$ cat src/spm_map.svh
// Register offsets, field positions and reset values of the serial port block.
// Assumes inclusion by bare name from the package and the design files.
`ifndef SPM_MAP_SVH
`define SPM_MAP_SVH

// ************************************************
// APB byte offsets
// ************************************************
`define SPM_A_ID 8'h00
`define SPM_A_ENABLE 8'h04
`define SPM_A_DRVCFG 8'h08
`define SPM_A_OUTCFG 8'h0c
`define SPM_A_STATUS 8'h10
`define SPM_A_SRC 8'h14

// ************************************************
// Serial register indices and fields
// ************************************************
`define SPM_REG_ID 5'h00
`define SPM_REG_EN 5'h01
`define SPM_REG_DRV 5'h08
`define SPM_REG_OUT 5'h0f
`define SPM_R0_SRST 5
`define SPM_EN_PINSEL 0
`define SPM_EN_SWEN 1
`define SPM_EN_KEEP_GPO 7
`define SPM_DRV_MASTER 5
`define SPM_OUT_HOLD 6
`define SPM_OUT_FORCE 7
`define SPM_OUT_PUDIS 8
`define SPM_OUT_PDDIS 9
`define SPM_CHIP_ADDR 3'h0
`define SPM_FRAME_BITS 6'd32

// ************************************************
// Reset values
// ************************************************
`define SPM_RST_R01 24'h000003
`define SPM_RST_R02 24'h000001
`define SPM_RST_R03 24'h000019
`define SPM_RST_R06 24'h030f0a
`define SPM_RST_R08 24'h000020
`define SPM_RST_R0F 24'h000001
`define SPM_RST_SRC 32'h00000000

`endif

$ cat src/spm_pkg.sv
// Types shared by the serial port block.
// Assumes spm_map.svh is on the include path.
package spm_pkg;
   `include "spm_map.svh"

   // Frame progress, Gray coded along idle, shift, full
   typedef enum logic [1:0] {
      FR_IDLE = 2'b00,
      FR_SHIFT = 2'b01,
      FR_FULL = 2'b11
   } spm_frame_e;

   // Whole state of the top module
   typedef struct packed {
      logic [31:0][23:0] regs;
      logic [4:0] ptr;
      logic [31:0] shift;
      logic [5:0] cnt;
      spm_frame_e frame;
      logic [23:0] rdw;
      logic sdo_bit;
      logic sel;
      logic rd;
      logic sclk_p;
      logic sen_p;
      logic pd;
      logic [5:0] keep;
      logic [31:0] src;
      logic pready;
      logic pslverr;
      logic [31:0] prdata;
   } spm_state_s;
endpackage

$ cat src/spm_pin_drv.sv
// Shared output pin driver with separate pull-up and pull-down halves.
// Assumes enable and data come from logic on the same clock.
`timescale 1ns/1ps
`default_nettype none
module spm_pin_drv (
   // Clock and reset
   input wire logic clk,
   input wire logic rst_n,
   // Drive request
   input wire logic en,
   input wire logic dat,
   input wire logic pu_dis,
   input wire logic pd_dis,
   // Pin
   output logic pin_o,
   output logic pin_oe
);
   // Bit 1 enable, bit 0 level
   logic [1:0] pin_d;
   logic [1:0] pin_q;

   // ************************************************
   // Half-driver gating
   // ************************************************
   // A disabled half leaves the line floating rather than fighting a pull
   always_comb begin
      pin_d[0] = dat;
      pin_d[1] = en & (dat ? !pu_dis : !pd_dis);
   end

   // Registered so the pin never glitches
   always_ff @(posedge clk or negedge rst_n) begin
      if (!rst_n) begin
         pin_q <= 2'h0;
      end else begin
         pin_q <= pin_d;
      end
   end

   assign pin_o = pin_q[0];
   assign pin_oe = pin_q[1];
endmodule // spm_pin_drv
`default_nettype wire

$ cat src/spm_sync.sv
// Two-stage synchroniser for levels entering the pclk domain.
// Assumes inputs are asynchronous levels; only the second stage is read outside.
`timescale 1ns/1ps
`default_nettype none
module spm_sync #(
   parameter int W = 1
) (
   // Clock and reset
   input wire logic clk,
   input wire logic rst_n,
   // Levels
   input wire logic [W-1:0] d,
   output logic [W-1:0] q
);
   // First stage, read only by the second
   logic [W-1:0] meta_q;

   // ************************************************
   // Sync chain
   // ************************************************
   always_ff @(posedge clk or negedge rst_n) begin
      if (!rst_n) begin
         meta_q <= '0;
         q <= '0;
      end else begin
         meta_q <= d;
         q <= meta_q;
      end
   end
endmodule // spm_sync
`default_nettype wire

$ cat src/spm_top.sv
// Serial control port and shared lock/read output pin with power controls.
// Assumes serial pins are asynchronous to pclk and at most a quarter its rate.
//
// The APB register port and the register offsets were left to the implementer.
`timescale 1ns/1ps
`default_nettype none
// Offsets, fields and reset values; the guard makes a second inclusion harmless
`include "spm_map.svh"
module spm_top
   import spm_pkg::*;
#(
   parameter logic [23:0] DEV_ID = 24'h5a3c01 // Arbitrary identity value
) (
   // Clock and reset
   input wire logic pclk,
   input wire logic presetn,
   // APB slave
   input wire logic psel,
   input wire logic penable,
   input wire logic pwrite,
   input wire logic [7:0] paddr,
   input wire logic [31:0] pwdata,
   output logic [31:0] prdata,
   output logic pready,
   output logic pslverr,
   // Serial link pins
   input wire logic sclk_pin,
   input wire logic sdi_pin,
   input wire logic frame_latch_strobe,
   // Shared lock and read pin
   output logic shared_lock_and_read_pin_o,
   output logic shared_lock_and_read_pin_oe,
   // Power and status
   input wire logic power_control_pin,
   input wire logic lock_detect,
   output logic power_down,
   output logic [5:0] block_keep_on
);
   spm_state_s s_q; // Registered state
   spm_state_s s_d; // Next state
   logic sclk_s, sdi_s, sen_s, cen_s, lock_s; // Synchronised pins
   logic sclk_rise, sen_rise; // Link edges
   logic [4:0] waddr; // Frame register address
   logic [23:0] wdata; // Frame data
   logic [23:0] rd_word; // Word the pointer names
   logic [31:0] src_vec; // General output sources
   logic general_output_signal; // Selected general output
   logic pd_now; // Power-down request
   logic drv_en, drv_dat; // Pin request

   // Default register image, also the soft-reset image
   function automatic logic [31:0][23:0] reg_defaults();
      logic [31:0][23:0] r;
      r = '0;
      r[1] = `SPM_RST_R01;
      r[2] = `SPM_RST_R02;
      r[3] = `SPM_RST_R03;
      r[6] = `SPM_RST_R06;
      r[8] = `SPM_RST_R08;
      r[15] = `SPM_RST_R0F; // Selector defaults to lock detect
      return r;
   endfunction

   // ************************************************
   // Pin synchronisers
   // ************************************************
   spm_sync #(.W(5)) u_sync (
      .clk(pclk),
      .rst_n(presetn),
      .d({sclk_pin, sdi_pin, frame_latch_strobe, power_control_pin, lock_detect}),
      .q({sclk_s, sdi_s, sen_s, cen_s, lock_s})
   );

   // ************************************************
   // Decode
   // ************************************************
   always_comb begin
      sclk_rise = sclk_s & !s_q.sclk_p;
      sen_rise = sen_s & !s_q.sen_p;
      waddr = s_q.shift[7:3];
      wdata = s_q.shift[31:8];
      // Register zero reads as identity, not as the pointer
      rd_word = (s_q.ptr == `SPM_REG_ID) ? DEV_ID : s_q.regs[s_q.ptr];
      // Lock status rides on selector value one; every other value reads a source bit
      src_vec = {s_q.src[31:2], lock_s, s_q.src[0]};
      general_output_signal = src_vec[s_q.regs[`SPM_REG_OUT][4:0]];
      // Pin-select clear ignores the pin
      pd_now = s_q.regs[`SPM_REG_EN][`SPM_EN_PINSEL] ? !cen_s
               : !s_q.regs[`SPM_REG_EN][`SPM_EN_SWEN];
   end

   // ************************************************
   // Next state
   // ************************************************
   always_comb begin
      s_d = s_q;
      s_d.sclk_p = sclk_s;
      s_d.sen_p = sen_s;
      s_d.pready = 1'b0;
      s_d.pslverr = 1'b0;
      // Power: keep-on bits override the shutdown
      s_d.pd = pd_now;
      s_d.keep = ~{6{pd_now}} | s_q.regs[`SPM_REG_EN][7:2];
      // Strobe outranks a coincident clock rise, so no frame runs past its strobe
      if (sen_rise) begin
         // Only whole frames for chip zero are latched
         if (s_q.frame == FR_FULL && s_q.shift[2:0] == `SPM_CHIP_ADDR) begin
            if (waddr == `SPM_REG_ID) begin
               s_d.ptr = wdata[4:0];
               if (wdata[`SPM_R0_SRST]) begin
                  s_d.regs = reg_defaults();
               end
            end else begin
               s_d.regs[waddr] = wdata;
            end
         end
         // Zero-filled shift also catches an early strobe
         s_d.sel = (s_q.shift[2:0] == `SPM_CHIP_ADDR);
         s_d.rd = 1'b0;
         s_d.frame = FR_IDLE;
         s_d.shift = '0;
         s_d.cnt = '0;
      end else if (sclk_rise) begin
         // Data taken on rising edges only
         s_d.shift = {s_q.shift[30:0], sdi_s};
         case (s_q.frame)
            // First edge: snapshot word and present its top bit
            FR_IDLE: begin
               s_d.frame = FR_SHIFT;
               s_d.cnt = 6'd1;
               s_d.rd = s_q.sel;
               s_d.sdo_bit = rd_word[23];
               s_d.rdw = {rd_word[22:0], 1'b0};
            end
            // Later edges: next bit, zeros after the word
            FR_SHIFT: begin
               s_d.cnt = s_q.cnt + 6'd1;
               s_d.sdo_bit = s_q.rdw[23];
               s_d.rdw = {s_q.rdw[22:0], 1'b0};
               if (s_q.cnt == `SPM_FRAME_BITS - 6'd1) begin
                  s_d.frame = FR_FULL;
               end
            end
            // Extra edges keep shifting; the last 32 bits count
            FR_FULL: begin
               s_d.sdo_bit = 1'b0;
            end
            default: begin
               s_d.frame = FR_IDLE;
            end
         endcase
      end
      // APB access phase: answer one cycle later from flops
      if (psel && penable && !s_q.pready) begin
         s_d.pready = 1'b1;
         s_d.prdata = '0;
         case (paddr)
            `SPM_A_ID: s_d.prdata = {8'h00, DEV_ID};
            `SPM_A_ENABLE: s_d.prdata = {8'h00, s_q.regs[`SPM_REG_EN]};
            `SPM_A_DRVCFG: s_d.prdata = {8'h00, s_q.regs[`SPM_REG_DRV]};
            `SPM_A_OUTCFG: s_d.prdata = {8'h00, s_q.regs[`SPM_REG_OUT]};
            `SPM_A_STATUS: s_d.prdata = {16'h0000, s_q.frame, s_q.rd, s_q.sel, s_q.pd,
                                         s_q.ptr, s_q.cnt};
            `SPM_A_SRC: s_d.prdata = s_q.src;
            default: s_d.pslverr = 1'b1;
         endcase
      end
      // Write takes effect on the completing edge
      if (psel && penable && s_q.pready && pwrite && paddr == `SPM_A_SRC) begin
         s_d.src = pwdata;
      end
   end

   // ************************************************
   // State register
   // ************************************************
   always_ff @(posedge pclk or negedge presetn) begin
      if (!presetn) begin
         s_q <= '0; // Driver quiet after reset
         s_q.regs <= reg_defaults();
         s_q.src <= `SPM_RST_SRC;
      end else begin
         s_q <= s_d;
      end
   end

   // ************************************************
   // Output mux and driver
   // ************************************************
   // Master enable wins; power-down silences unless kept on
   always_comb begin
      drv_en = s_q.regs[`SPM_REG_DRV][`SPM_DRV_MASTER]
               & (!s_q.pd | s_q.regs[`SPM_REG_EN][`SPM_EN_KEEP_GPO])
               & (s_q.rd | s_q.regs[`SPM_REG_OUT][`SPM_OUT_FORCE]);
      drv_dat = (s_q.rd && !s_q.regs[`SPM_REG_OUT][`SPM_OUT_HOLD]) ? s_q.sdo_bit : general_output_signal;
   end

   spm_pin_drv u_drv (
      .clk(pclk),
      .rst_n(presetn),
      .en(drv_en),
      .dat(drv_dat),
      .pu_dis(s_q.regs[`SPM_REG_OUT][`SPM_OUT_PUDIS]),
      .pd_dis(s_q.regs[`SPM_REG_OUT][`SPM_OUT_PDDIS]),
      .pin_o(shared_lock_and_read_pin_o),
      .pin_oe(shared_lock_and_read_pin_oe)
   );

   assign prdata = s_q.prdata;
   assign pready = s_q.pready;
   assign pslverr = s_q.pslverr;
   assign power_down = s_q.pd;
   assign block_keep_on = s_q.keep;
endmodule // spm_top
`default_nettype wire
$ cat config.mk
export PLATFORM = sky130hd
export DESIGN_NAME = spm_top
export DESIGN_NICKNAME = d
export VERILOG_FILES = /design/src/spm_pkg.sv /design/src/spm_pin_drv.sv /design/src/spm_sync.sv /design/src/spm_top.sv
export VERILOG_INCLUDE_DIRS = /design/src /design/src/src
export SDC_FILE = /design/constraint.sdc
export NUM_CORES = 1
export LEC_CHECK = 0
export BUFFER_PORTS_ARGS = -buffer_cell sky130_fd_sc_hd__buf_2
export CORE_UTILIZATION = 40
export CTS_CLUSTER_SIZE = 28
export DETAILED_ROUTE_END_ITERATION = 6
export HOLD_SLACK_MARGIN = 0.03
export PLACE_DENSITY = 0.69
export SLEW_MARGIN = 20
export SYNTH_ARGS = -nofsm -noshare
export SYNTH_HDL_FRONTEND = slang
export SYNTH_SLANG_ARGS = --single-unit
$ cat constraint.sdc
create_clock -name pclk -period 2.4 [get_ports pclk]
set_clock_uncertainty 0.15 [all_clocks]
set_input_delay 0.24 -clock pclk [delete_from_list [all_inputs] [get_ports pclk]]
set_output_delay 0.24 -clock pclk [all_outputs]
set_load 0.02 [all_outputs]
# Word-level counts from Yosys, hierarchy flattened
# Index checks and enable logic that the tools add are counted.
[classes]
muxes = 26
bitwise = 10
addsub = 1
div_mod_pow = 0
eq_ne = 11
n_mul = 0
magnitude_cmp = 4
shifts = 0
n_reduce_logical = 35
[ops]
columns = ["op", "count"]
rows = [
  ["$mux 768", 2],
  ["$bwmux 768", 1],
  ["$pmux 32 s6", 1],
  ["$bmux 24 s5", 1],
  ["$demux 24 s5", 1],
  ["$mux 24", 3],
  ["$mux 65", 1],
  ["$pmux 24 s2", 1],
  ["$mux 40", 1],
  ["$mux 34", 1],
  ["$lt 5x6->1 const B", 3],
  ["$eq 8x4->1 const B", 2],
  ["$eq 8x5->1 const B", 2],
  ["$reduce_and 3->1", 5],
  ["$pmux 6 s2", 1],
  ["$logic_not 5->1", 2],
  ["$logic_not 1->1", 9],
  ["$eq 8x3->1 const B", 1],
  ["$logic_and 1x1->1", 8],
  ["$logic_not 8->1", 1],
  ["$mux 1", 8],
  ["$add 6x1->6 const B", 1],
  ["$eq 6x5->1 const B", 1],
  ["$not 6->6", 1],
  ["other kinds (19)", 29],
]
[word_totals]
romBits = 0
register_bits = 927
memories = 0
ram_bits = 0
output_inout_bits = 43
in_bits = 50
word_cells = 138
latch_bits = 0

# Logic depth before layout (Yosys ltp)
# Gate-level depths: netlist of the first run.
[depth]
depth_word = 6
mapped_depth = 10
depth_no_buf = 6

# Hierarchy
# From an unflattened synthesis of the first run, not the netlist that was laid out.
[unflattened]
hier_cells = 3278
area_unflattened_um2 = 42009.0
[by_module_without_submodules]
columns = ["mod", "cells_each", "area_each_um2", "seq_area_each_um2", "instances"]
rows = [
  ["spm_top", 3264, 41692.5, 22866.9, 1],
  ["spm_sync", 10, 250.2, 250.2, 1],
  ["spm_pin_drv", 4, 66.3, 50.0, 1],
]

# Worst setup path before layout of the first run
# OpenSTA, ideal clock, no wires.
[synth_path]
path_kind = "register to register"
startpoint = "register s_q[507] (netlist name)"
endpoint = "register u_drv.pin_q[1]"
required_time_ns = 2.125
setup_slack_ns = 0.005
arrival_ns = 2.120
n_path_buf = 2
setup_ns = 0.125
stages_incl_launch_ff = 8
synth_period_minus_slack_ns = 2.395
cell_sequence = "dfstp_2 -> buf_2 -> buf_1 -> mux4_2 -> mux2i_1 -> nor2_1 -> o32a_1 -> mux2_2"
[synth_via]
elab_chain_len = 5
[synth_rtl]
columns = ["item", "line", "source"]
rows = [
  ["start, declared", "spm_top.sv:39", "spm_state_s s_q;"],
  ["$bmux 1 s5", "spm_top.sv:86", "general_output_signal = src_vec[s_q.regs[`SPM_REG_OUT][4:0]];"],
  ["$mux 1", "spm_top.sv:86", ""],
  ["$mux 1", "spm_top.sv:195", "drv_dat = (s_q.rd && !s_q.regs[`SPM_REG_OUT][`SPM_OUT_HOLD]) ? s_q.sdo_bit : general_output_signal;"],
  ["via drv_dat", "spm_top.sv:49", "logic drv_en, drv_dat;"],
  ["$mux 1", "spm_pin_drv.sv:28", "pin_d[1] = en & (dat ? !pu_dis : !pd_dis);"],
  ["$and 1x1->1", "spm_pin_drv.sv:28", ""],
  ["via u_drv.pin_d[1]", "spm_pin_drv.sv:19", "logic [1:0] pin_d;"],
  ["end signal, assigned", "spm_pin_drv.sv:36", "pin_q <= pin_d;"],
  ["end, declared", "spm_pin_drv.sv:20", "logic [1:0] pin_q;"],
]
# The timed path passes the listed nets, and every way through them passes these cells. The select of a mux whose other input is x is not followed.
# A chain may end at the register's enable or synchronous reset.

# Final worst setup path of the first run
[layout_path]
startpoint = "register s_q[142] (netlist name)"
endpoint = "register s_q[90] (netlist name)"
[layout_via]
elab_chain_len = 4
word_cells_on_any_way = 5
classes_between = "mux: 4; reduce/logical: 1"
[layout_rtl]
columns = ["item", "line", "source"]
rows = [
  ["$bmux 24 s5", "spm_top.sv:83", "rd_word = (s_q.ptr == `SPM_REG_ID) ? DEV_ID : s_q.regs[s_q.ptr];"],
  ["$mux 24 (implied by the code)", "spm_top.sv:83", ""],
  ["$mux 24 (*)", "spm_top.sv:83", ""],
  ["$pmux 24 s2 (*)", "spm_top.sv:126", "case (s_q.frame)"],
]
# Mark *: on every way between the ends. The rest lies on a longest branch, timed or not. The select of a mux whose other input is x is not followed.

==> qor.txt, run 1 <==
headroom to the max-slew limit -> 46.3%
area delta synth->final -> 25.3%
Die Span Y -> 327 um
buffers added on ports -> 92
Diodes inserted -> 0
via count -> 34000
compound-gate portion of the synthesized area -> 16.8%
clk_lat worst skew -> 0.70 ns
WP data arrival -> 3.01 ns
Layout Nets -> 3771
XOR/XNOR Fraction of Synth Area -> 0%
total CTS buffers -> 95
vias in the first global route -> 32400
Pwr Total -> 32400 uW
starting density of the core -> 40.6%
Async SR Flop Fraction -> 100%
Post-Synthesis Mean Instance Area -> 12.5 um^2
WL/cell -> 31.3 um
post-DP HPWL -> 97800 um
largest net degree at the start of global routing -> 77
Power Density -> 612 mW/mm^2
worst hold-check path type -> in2reg
status -> complete, but fails checks
clock network power share -> 48.1%
Num Clock Sinks -> 926
final worst slack -> -0.128 ns
final hold vios -> 0
IO Pins -> 93
Maximum Capacitance Violations -> 0
Die W -> 327 um
Syn Nets -> 3442
global-route wire length before repair -> 220000 um
Slew Limit Fails -> 0
Layout Utilization -> 50.8%
post-layout min period -> 2.53 ns
Pint -> 25000 uW
# fillers -> 8587
simple-gate share of the synthesized area -> 8.34%
Adder-Cell Fraction of Synth Area -> 0.0296%
register area share after synthesis -> 54.9%
DIE AREA -> 0.107 mm^2
final WL -> 162000 um
remaining antenna violation count -> 0
CTS H-Tree Depth -> 3
WHS Path Cells -> 2
Tcrit/Tclk final -> 105%
Leakage Power -> 0.0235 uW
row cnt -> 118
Crit Path Class -> reg2reg
Netlist cell types -> 68
synth warn -> 0
top_reg_cell synth -> dfrtp_1
Sw Ratio -> 22.7%
Total GRT Usage -> 27.7%
RSZ-0062 raised after global routing -> true
P_sw -> 7370 uW
post-synthesis mux area share -> 15.1%
actual slew at the worst max-slew pin -> 0.803 ns
largest family of logic cells by synthesized area -> compound AO/OA/AOI/OAI gates
Worst setup SP type -> flip-flop
area of the multi-input gates -> 0.0178 mm^2
combinational share of power -> 3.0%
number of detailed-route iterations in the first pass -> 6
GR Overflow Total -> 0
Netlist Area Pre-Place -> 0.0422 mm^2
Final setup viols -> 176
gpl congestion -> 0.945
initial antenna violation count -> 5
Worst setup EP type -> flip-flop
register area -> 0.0232 mm^2
share of post-route cells with drive strength above 1 -> 31.4%
Clock transition at path regs -> 0.06 ns
TritonCTS clock tree -> built
Worst Path Max Fanout -> 10
Core Footprint -> 0.104 mm^2
Root Driver -> clkbuf_16
Worst VDD drop -> 0.595 mV
synthesis-stage register bit count -> 926
Worst Path Required -> 2.88 ns
Post-Syn Instances -> 3391
clk buf depth -> 3
Iteration-0 DRC Markers -> 4663
vias per std cell -> 6.57
violated checks -> setup timing
number of synthesized flops with an enable pin -> 0
DRC -> 0
Seq pwr share -> 48.9%
Fmax -> 396 MHz
R2R depth -> 8
==> final timing paths <==
kind                                            start                         end  slack (ns)
setup / recovery                 s_q[142]$_DFFE_PN0P_         s_q[90]$_DFFE_PN0P_       -0.13
hold / removal                      power_control_pin  u_sync.meta_q[1]$_DFF_PN0_        0.04
setup reg to reg                 s_q[142]$_DFFE_PN0P_         s_q[90]$_DFFE_PN0P_       -0.13
hold reg to reg            u_sync.meta_q[3]$_DFF_PN0_       u_sync.q[3]$_DFF_PN0_        0.19
max in group asynchronous                     presetn        s_q[678]$_DFFE_PN0P_        0.26
min in group asynchronous                     presetn        s_q[579]$_DFFE_PN0P_        0.54
==> repair_timing <==
item	4_1_cts	5_1_grt
pin swaps	3	67
hold endpoints to repair	665	0
gates resized for setup	13	264
buffers inserted	7	39
hold buffers	47	0
endpoints found under the setup margin	127	358
gates cloned	3	55
==> final cells by class <==
class                      instances  area share, %
clock buffer                     131           5.23
clock inverter                    43          0.936
inverter                          11         0.0780
multi-input combinational       2070           33.7
sequential                       926           43.9
tap                             1380           3.26
timing repair buffer             616           13.0
==> synth_stat cells (7+ instances only) <==
cell	n	area [um^2]
a211oi_1	7	52.6
a21o_1	7	52.6
a21oi_1	73	365
a221oi_1	18	158
a22o_1	508	4450
a22oi_1	37	278
a32o_1	14	140
and2_1	46	288
buf_1	21	78.8
buf_2	91	455
buf_4	50	375
buf_6	30	338
clkbuf_1	191	717
dfrtp_1	910	22800
dfstp_2	16	420
inv_1	10	37.5
mux2_2	50	563
mux2i_1	130	1300
mux4_2	200	4500
nand2_1	336	1260
nand2b_1	14	87.6
nand3_1	155	776
nor2_1	88	330
nor2_2	15	93.8
nor2_8	13	260
nor2b_1	13	81.3
nor3_1	13	65.1
o21ai_0	258	1290
==> power by group through the flow <==
stage               clock [uW]  sequential (uW)  combinational (uW)
global placement             0            16100                 900
detailed placement           0            16100                 910
CTS                      15600            15800                 976
floorplan                    0            16100                 259
finish                   15600            15800                 988
global route             16200            15800                1080
==> routing by layer <==
| metal | global-route usage, % | up-vias | part of all wire [%] |
|---|---|---|---|
| met2 | 41.6 | 2671 | 44 |
| met1 | 35.6 | 17400 | 35 |
| met4 | 15.4 | 10 | 7.6 |
| li1 | - | 13300 | - |
| met5 | 0.799 | - | 0.11 |
| met3 | 8.40 | 646 | 13 |
==> logic make-up (layout without fill, tap and decap cells) <==
group | count (synthesis) | count (layout)
AOI/OAI and AO/OA | 959 | 959
DFF | 926 | 926
buffers and inverters | 396 | 801
adders and majority gates | 1 | 1
muxes | 381 | 381
and+or+nand+nor | 728 | 729
==> critical path, stage by stage, from the launching register on <==
cell       delay (ns)
dfrtp_4          0.51
clkbuf_16        0.19
buf_12           0.15
mux4_2           0.38
mux2i_1          0.11
buf_4            0.18
a22oi_1          0.51
nand3_1          0.19
nand2_1          0.10
==> flip-flops by register name, indices dropped and copies added (netlist names) <==
signal / flops
u_drv.pin_q: 2
pslverr: 1
u_sync.meta_q: 5
block_keep_on: 6
u_sync.q: 5
s_q: 873
pready: 1
prdata: 32
power_down: 1
==> stage by stage <==
step	instances	hold WS [ns]	setup TNS [ns]	setup WS [ns]	cell area, um^2
floorplan	3391	-0.206	0	0.00503	42200
detailed placement	4852	0.0903	-2.02	-0.254	46700
global placement	4852	0.0926	-1.44	-0.265	46700
finish	5177	0.0424	-5.37	-0.128	52900
CTS	5083	0.0373	-0.0439	-0.0297	50600
global route	5177	0.0538	-17.49	-0.126	52900
==> cells in the final DEF, fill, tap and decap left out, drive strengths merged, types with 16 or more instances in the layout <==
cell type and instances:
nand2 336, clkbuf 168, dfrtp 910, a221oi 18
a22oi 37, a22o 508, o21ai 261, mux2i 130
nand3 155, and2 46, nor2 120, mux4 200
dlygate4sd3 47, a21oi 73, mux2 51, dfstp 16
clkinv 26, buf 530
Note: power is estimated with default switching activity, not from simulation.
==> inputs of run 2 (changes only) <==
SYNTH_HIERARCHICAL = 1   (was not set)
==> run 2 against run 1 <==
Compared with the run above: the flow still finishes with violations (setup timing); global-route usage decreased by 0.86 points; count of clock-buffer cells in the layout decreased by 2; maximum frequency is 4.6% lower; critical path type unchanged; highest routed layer unchanged.
==> qor.txt, run 2 <==
status -> complete, but fails checks
violated checks -> setup timing
WL/cell -> 29.4 um
WHS Path Cells -> 2
worst reg2reg path startpoint -> s_q[111]$_DFFE_PN0P_
post-DP HPWL -> 90600 um
final hold vios -> 0
row cnt -> 118
r2r setup slk -> -0.25 ns
setup_tns -> -89.60 ns
largest net degree at the start of global routing -> 108
vias in the first global route -> 32200
Sw Ratio -> 22.3%
Largest Register -> s_q
Clock transition at path regs -> 0.06 ns
clk buf depth -> 3
commonest non-fill, non-tap cell in the layout -> dfrtp_1
Seq pwr share -> 49.0%
Netlist cell types -> 66
Worst VDD drop -> 0.601 mV
actual slew at the worst max-slew pin -> 0.939 ns
commonest cells in the netlist -> dfrtp_1, a22o_1, nand2_1
Worst setup SP type -> flip-flop
clock network power share -> 48.0%
Area contributors post-synth -> dfrtp_1, a22o_1, mux4_2, nand2_1, mux2i_1
Pint -> 25000 uW
GR Overflow Total -> 0
worst hold-check path type -> in2reg
CTS H-Tree Depth -> 3
Async SR Flop Fraction -> 100%
Final setup viols -> 710
share of post-route cells with drive strength above 1 -> 30.3%
P_sw -> 7190 uW
Maximum Capacitance Violations -> 0
Worst Path Required -> 2.81 ns
number of detailed-route iterations in the first pass -> 6
Largest register FFs -> 872
Placement Setup Slack -> -0.277 ns
Core Footprint -> 0.104 mm^2
Worst setup EP type -> flip-flop
Die Span Y -> 326 um
Num Clock Sinks -> 925
top_reg_cell synth -> dfrtp_1
WP data arrival -> 3.06 ns
Die W -> 326 um
initial antenna violation count -> 4
Leakage Power -> 0.0235 uW
synth warn -> 6
Synth top area share -> 54.1%
Worst Path Max Fanout -> 7
RSZ-0062 raised after global routing -> true
Post-Syn Instances -> 3278
final WL -> 148000 um
headroom to the max-slew limit -> 37.2%
remaining antenna violation count -> 0
combinational share of power -> 3.0%
Power Density -> 618 mW/mm^2
hold_sp -> frame_latch_strobe
buffers added on ports -> 92
DIE AREA -> 0.106 mm^2
Layout Nets -> 3625
CP bufs+invs -> 1
IO Pins -> 93
number of synthesized flops with an enable pin -> 0
gpl congestion -> 0.959
R2R depth -> 6
Crit Path Class -> reg2reg
area delta synth->final -> 24.0%
clk_lat worst skew -> 0.69 ns
Total GRT Usage -> 26.8%
Tcrit/Tclk final -> 110%
Post-Synthesis Mean Instance Area -> 12.8 um^2
critical path's slowest cell -> or4b_4
DRC -> 0
most frequent cell after synthesis -> dfrtp_1
Pwr Total -> 32200 uW
TritonCTS clock tree -> built
total CTS buffers -> 93
Worst path max stage delay -> 0.58 ns
synthesis-stage register bit count -> 925
Syn Nets -> 3329
R2R Path End -> s_q[604]$_DFFE_PN0P_
final worst slack -> -0.250 ns
Layout Utilization -> 50.2%
Root Driver -> clkbuf_16
commonest non-fill, non-tap cells in the layout -> dfrtp_1, a22o_1, nand2_1, buf_4, mux4_2
starting density of the core -> 40.5%
register area share after synthesis -> 55.1%
post-synth top area cell -> dfrtp_1
WHS Endpoint -> u_sync/meta_q[2]$_DFF_PN0_
Top Family by Delay on Critical Path -> simple AND/OR/NAND/NOR gates
post-layout min period -> 2.65 ns
critical path cell sequence -> or4b_4 > or4_4 > buf_12 > nor2_4 > nor2_2 > a22o_1
Fmax -> 377 MHz
Slew Limit Fails -> 0
vias per std cell -> 6.48
Iteration-0 DRC Markers -> 4360
via count -> 32600
global-route wire length before repair -> 216000 um
Netlist Area Pre-Place -> 0.0420 mm^2
# fillers -> 8500
-- run 2: changes by cell type after synthesis, moves of 29 or more --
cell     before  now
o21ai_0     258   62
a22o_1      508  687
nand3_1     155   78
buf_2        91  121
nand2_1     336  306
mux2_2       50   79
-- run 2: cell families after synthesis --
group,after synthesis,share of synthesized area (%)
AOI/OAI and AO/OA,943,18.4
muxes,369,14.4
adders and majority gates,1,0.0298
DFF,925,55.1
and+or+nand+nor,629,7.39
buffers and inverters,411,4.60
-- run 2: metal layers --
metal  share of wire [%]  track usage (%)
met5               0.015                0
met4                 5.6             12.4
met3                  12             7.16
met2                  44             40.0
met1                  38             36.4
-- run 2: per-stage QoR --
step                instances  hold slack (ns)  area [um^2]
detailed placement       4697           0.0198        46300
floorplan                3278           -0.206        42600
global route             5032            0.105        52100
global placement         4697           0.0179        46300
CTS                      4978           0.0542        51100
finish                   5033           0.0937        52100
-- run 2: worst max-delay path by stage --
stage,startpoint,endpoint,slack [ns],cells after the start
4_1_cts,s_q[111]$_DFFE_PN0P_,s_q[581]$_DFFE_PN0P_,-0.14,8
6_report,s_q[111]$_DFFE_PN0P_,s_q[604]$_DFFE_PN0P_,-0.25,6
2_1_floorplan,s_q[111]$_DFFE_PN0P_,s_q[584]$_DFFE_PN0P_,-0.11,9
3_5_place_dp,s_q[111]$_DFFE_PN0P_,s_q[765]$_DFFE_PN0P_,-0.28,6
5_1_grt,s_q[111]$_DFFE_PN0P_,s_q[721]$_DFFE_PN0P_,-0.25,9
3_3_place_gp,s_q[111]$_DFFE_PN0P_,s_q[663]$_DFFE_PN0P_,-0.22,6
-- run 2: timing repair --
item | CTS | global route
endpoints found under the setup margin | 731 | 795
pin swaps | 36 | 29
hold endpoints to repair | 912 | 0
resized for setup | 113 | 78
setup buffers | 39 | 30
hold buffers | 41 | 0
gates cloned | 28 | 26
-- run 2: area by class of cell --
type                       count  area, um^2  share of cell area, %
multi-input combinational   1976       17700                   34.0
clock inverter                44         551                   1.06
clock buffer                 129        2680                   5.14
tap                         1380        1730                   3.32
timing repair buffer         560        6150                   11.8
sequential                   925       23200                   44.5
inverter                      18        67.6                  0.130
antenna                        1        2.50                0.00480
-- run 2: power groups by stage --
stage               Clock, uW  Sequential (uW)  Combinational (uW)
floorplan                   0            16000                 316
detailed placement          0            16100                 898
global route            16100            15800                1060
CTS                     15500            15800                 959
finish                  15500            15800                 960
global placement            0            16100                 888
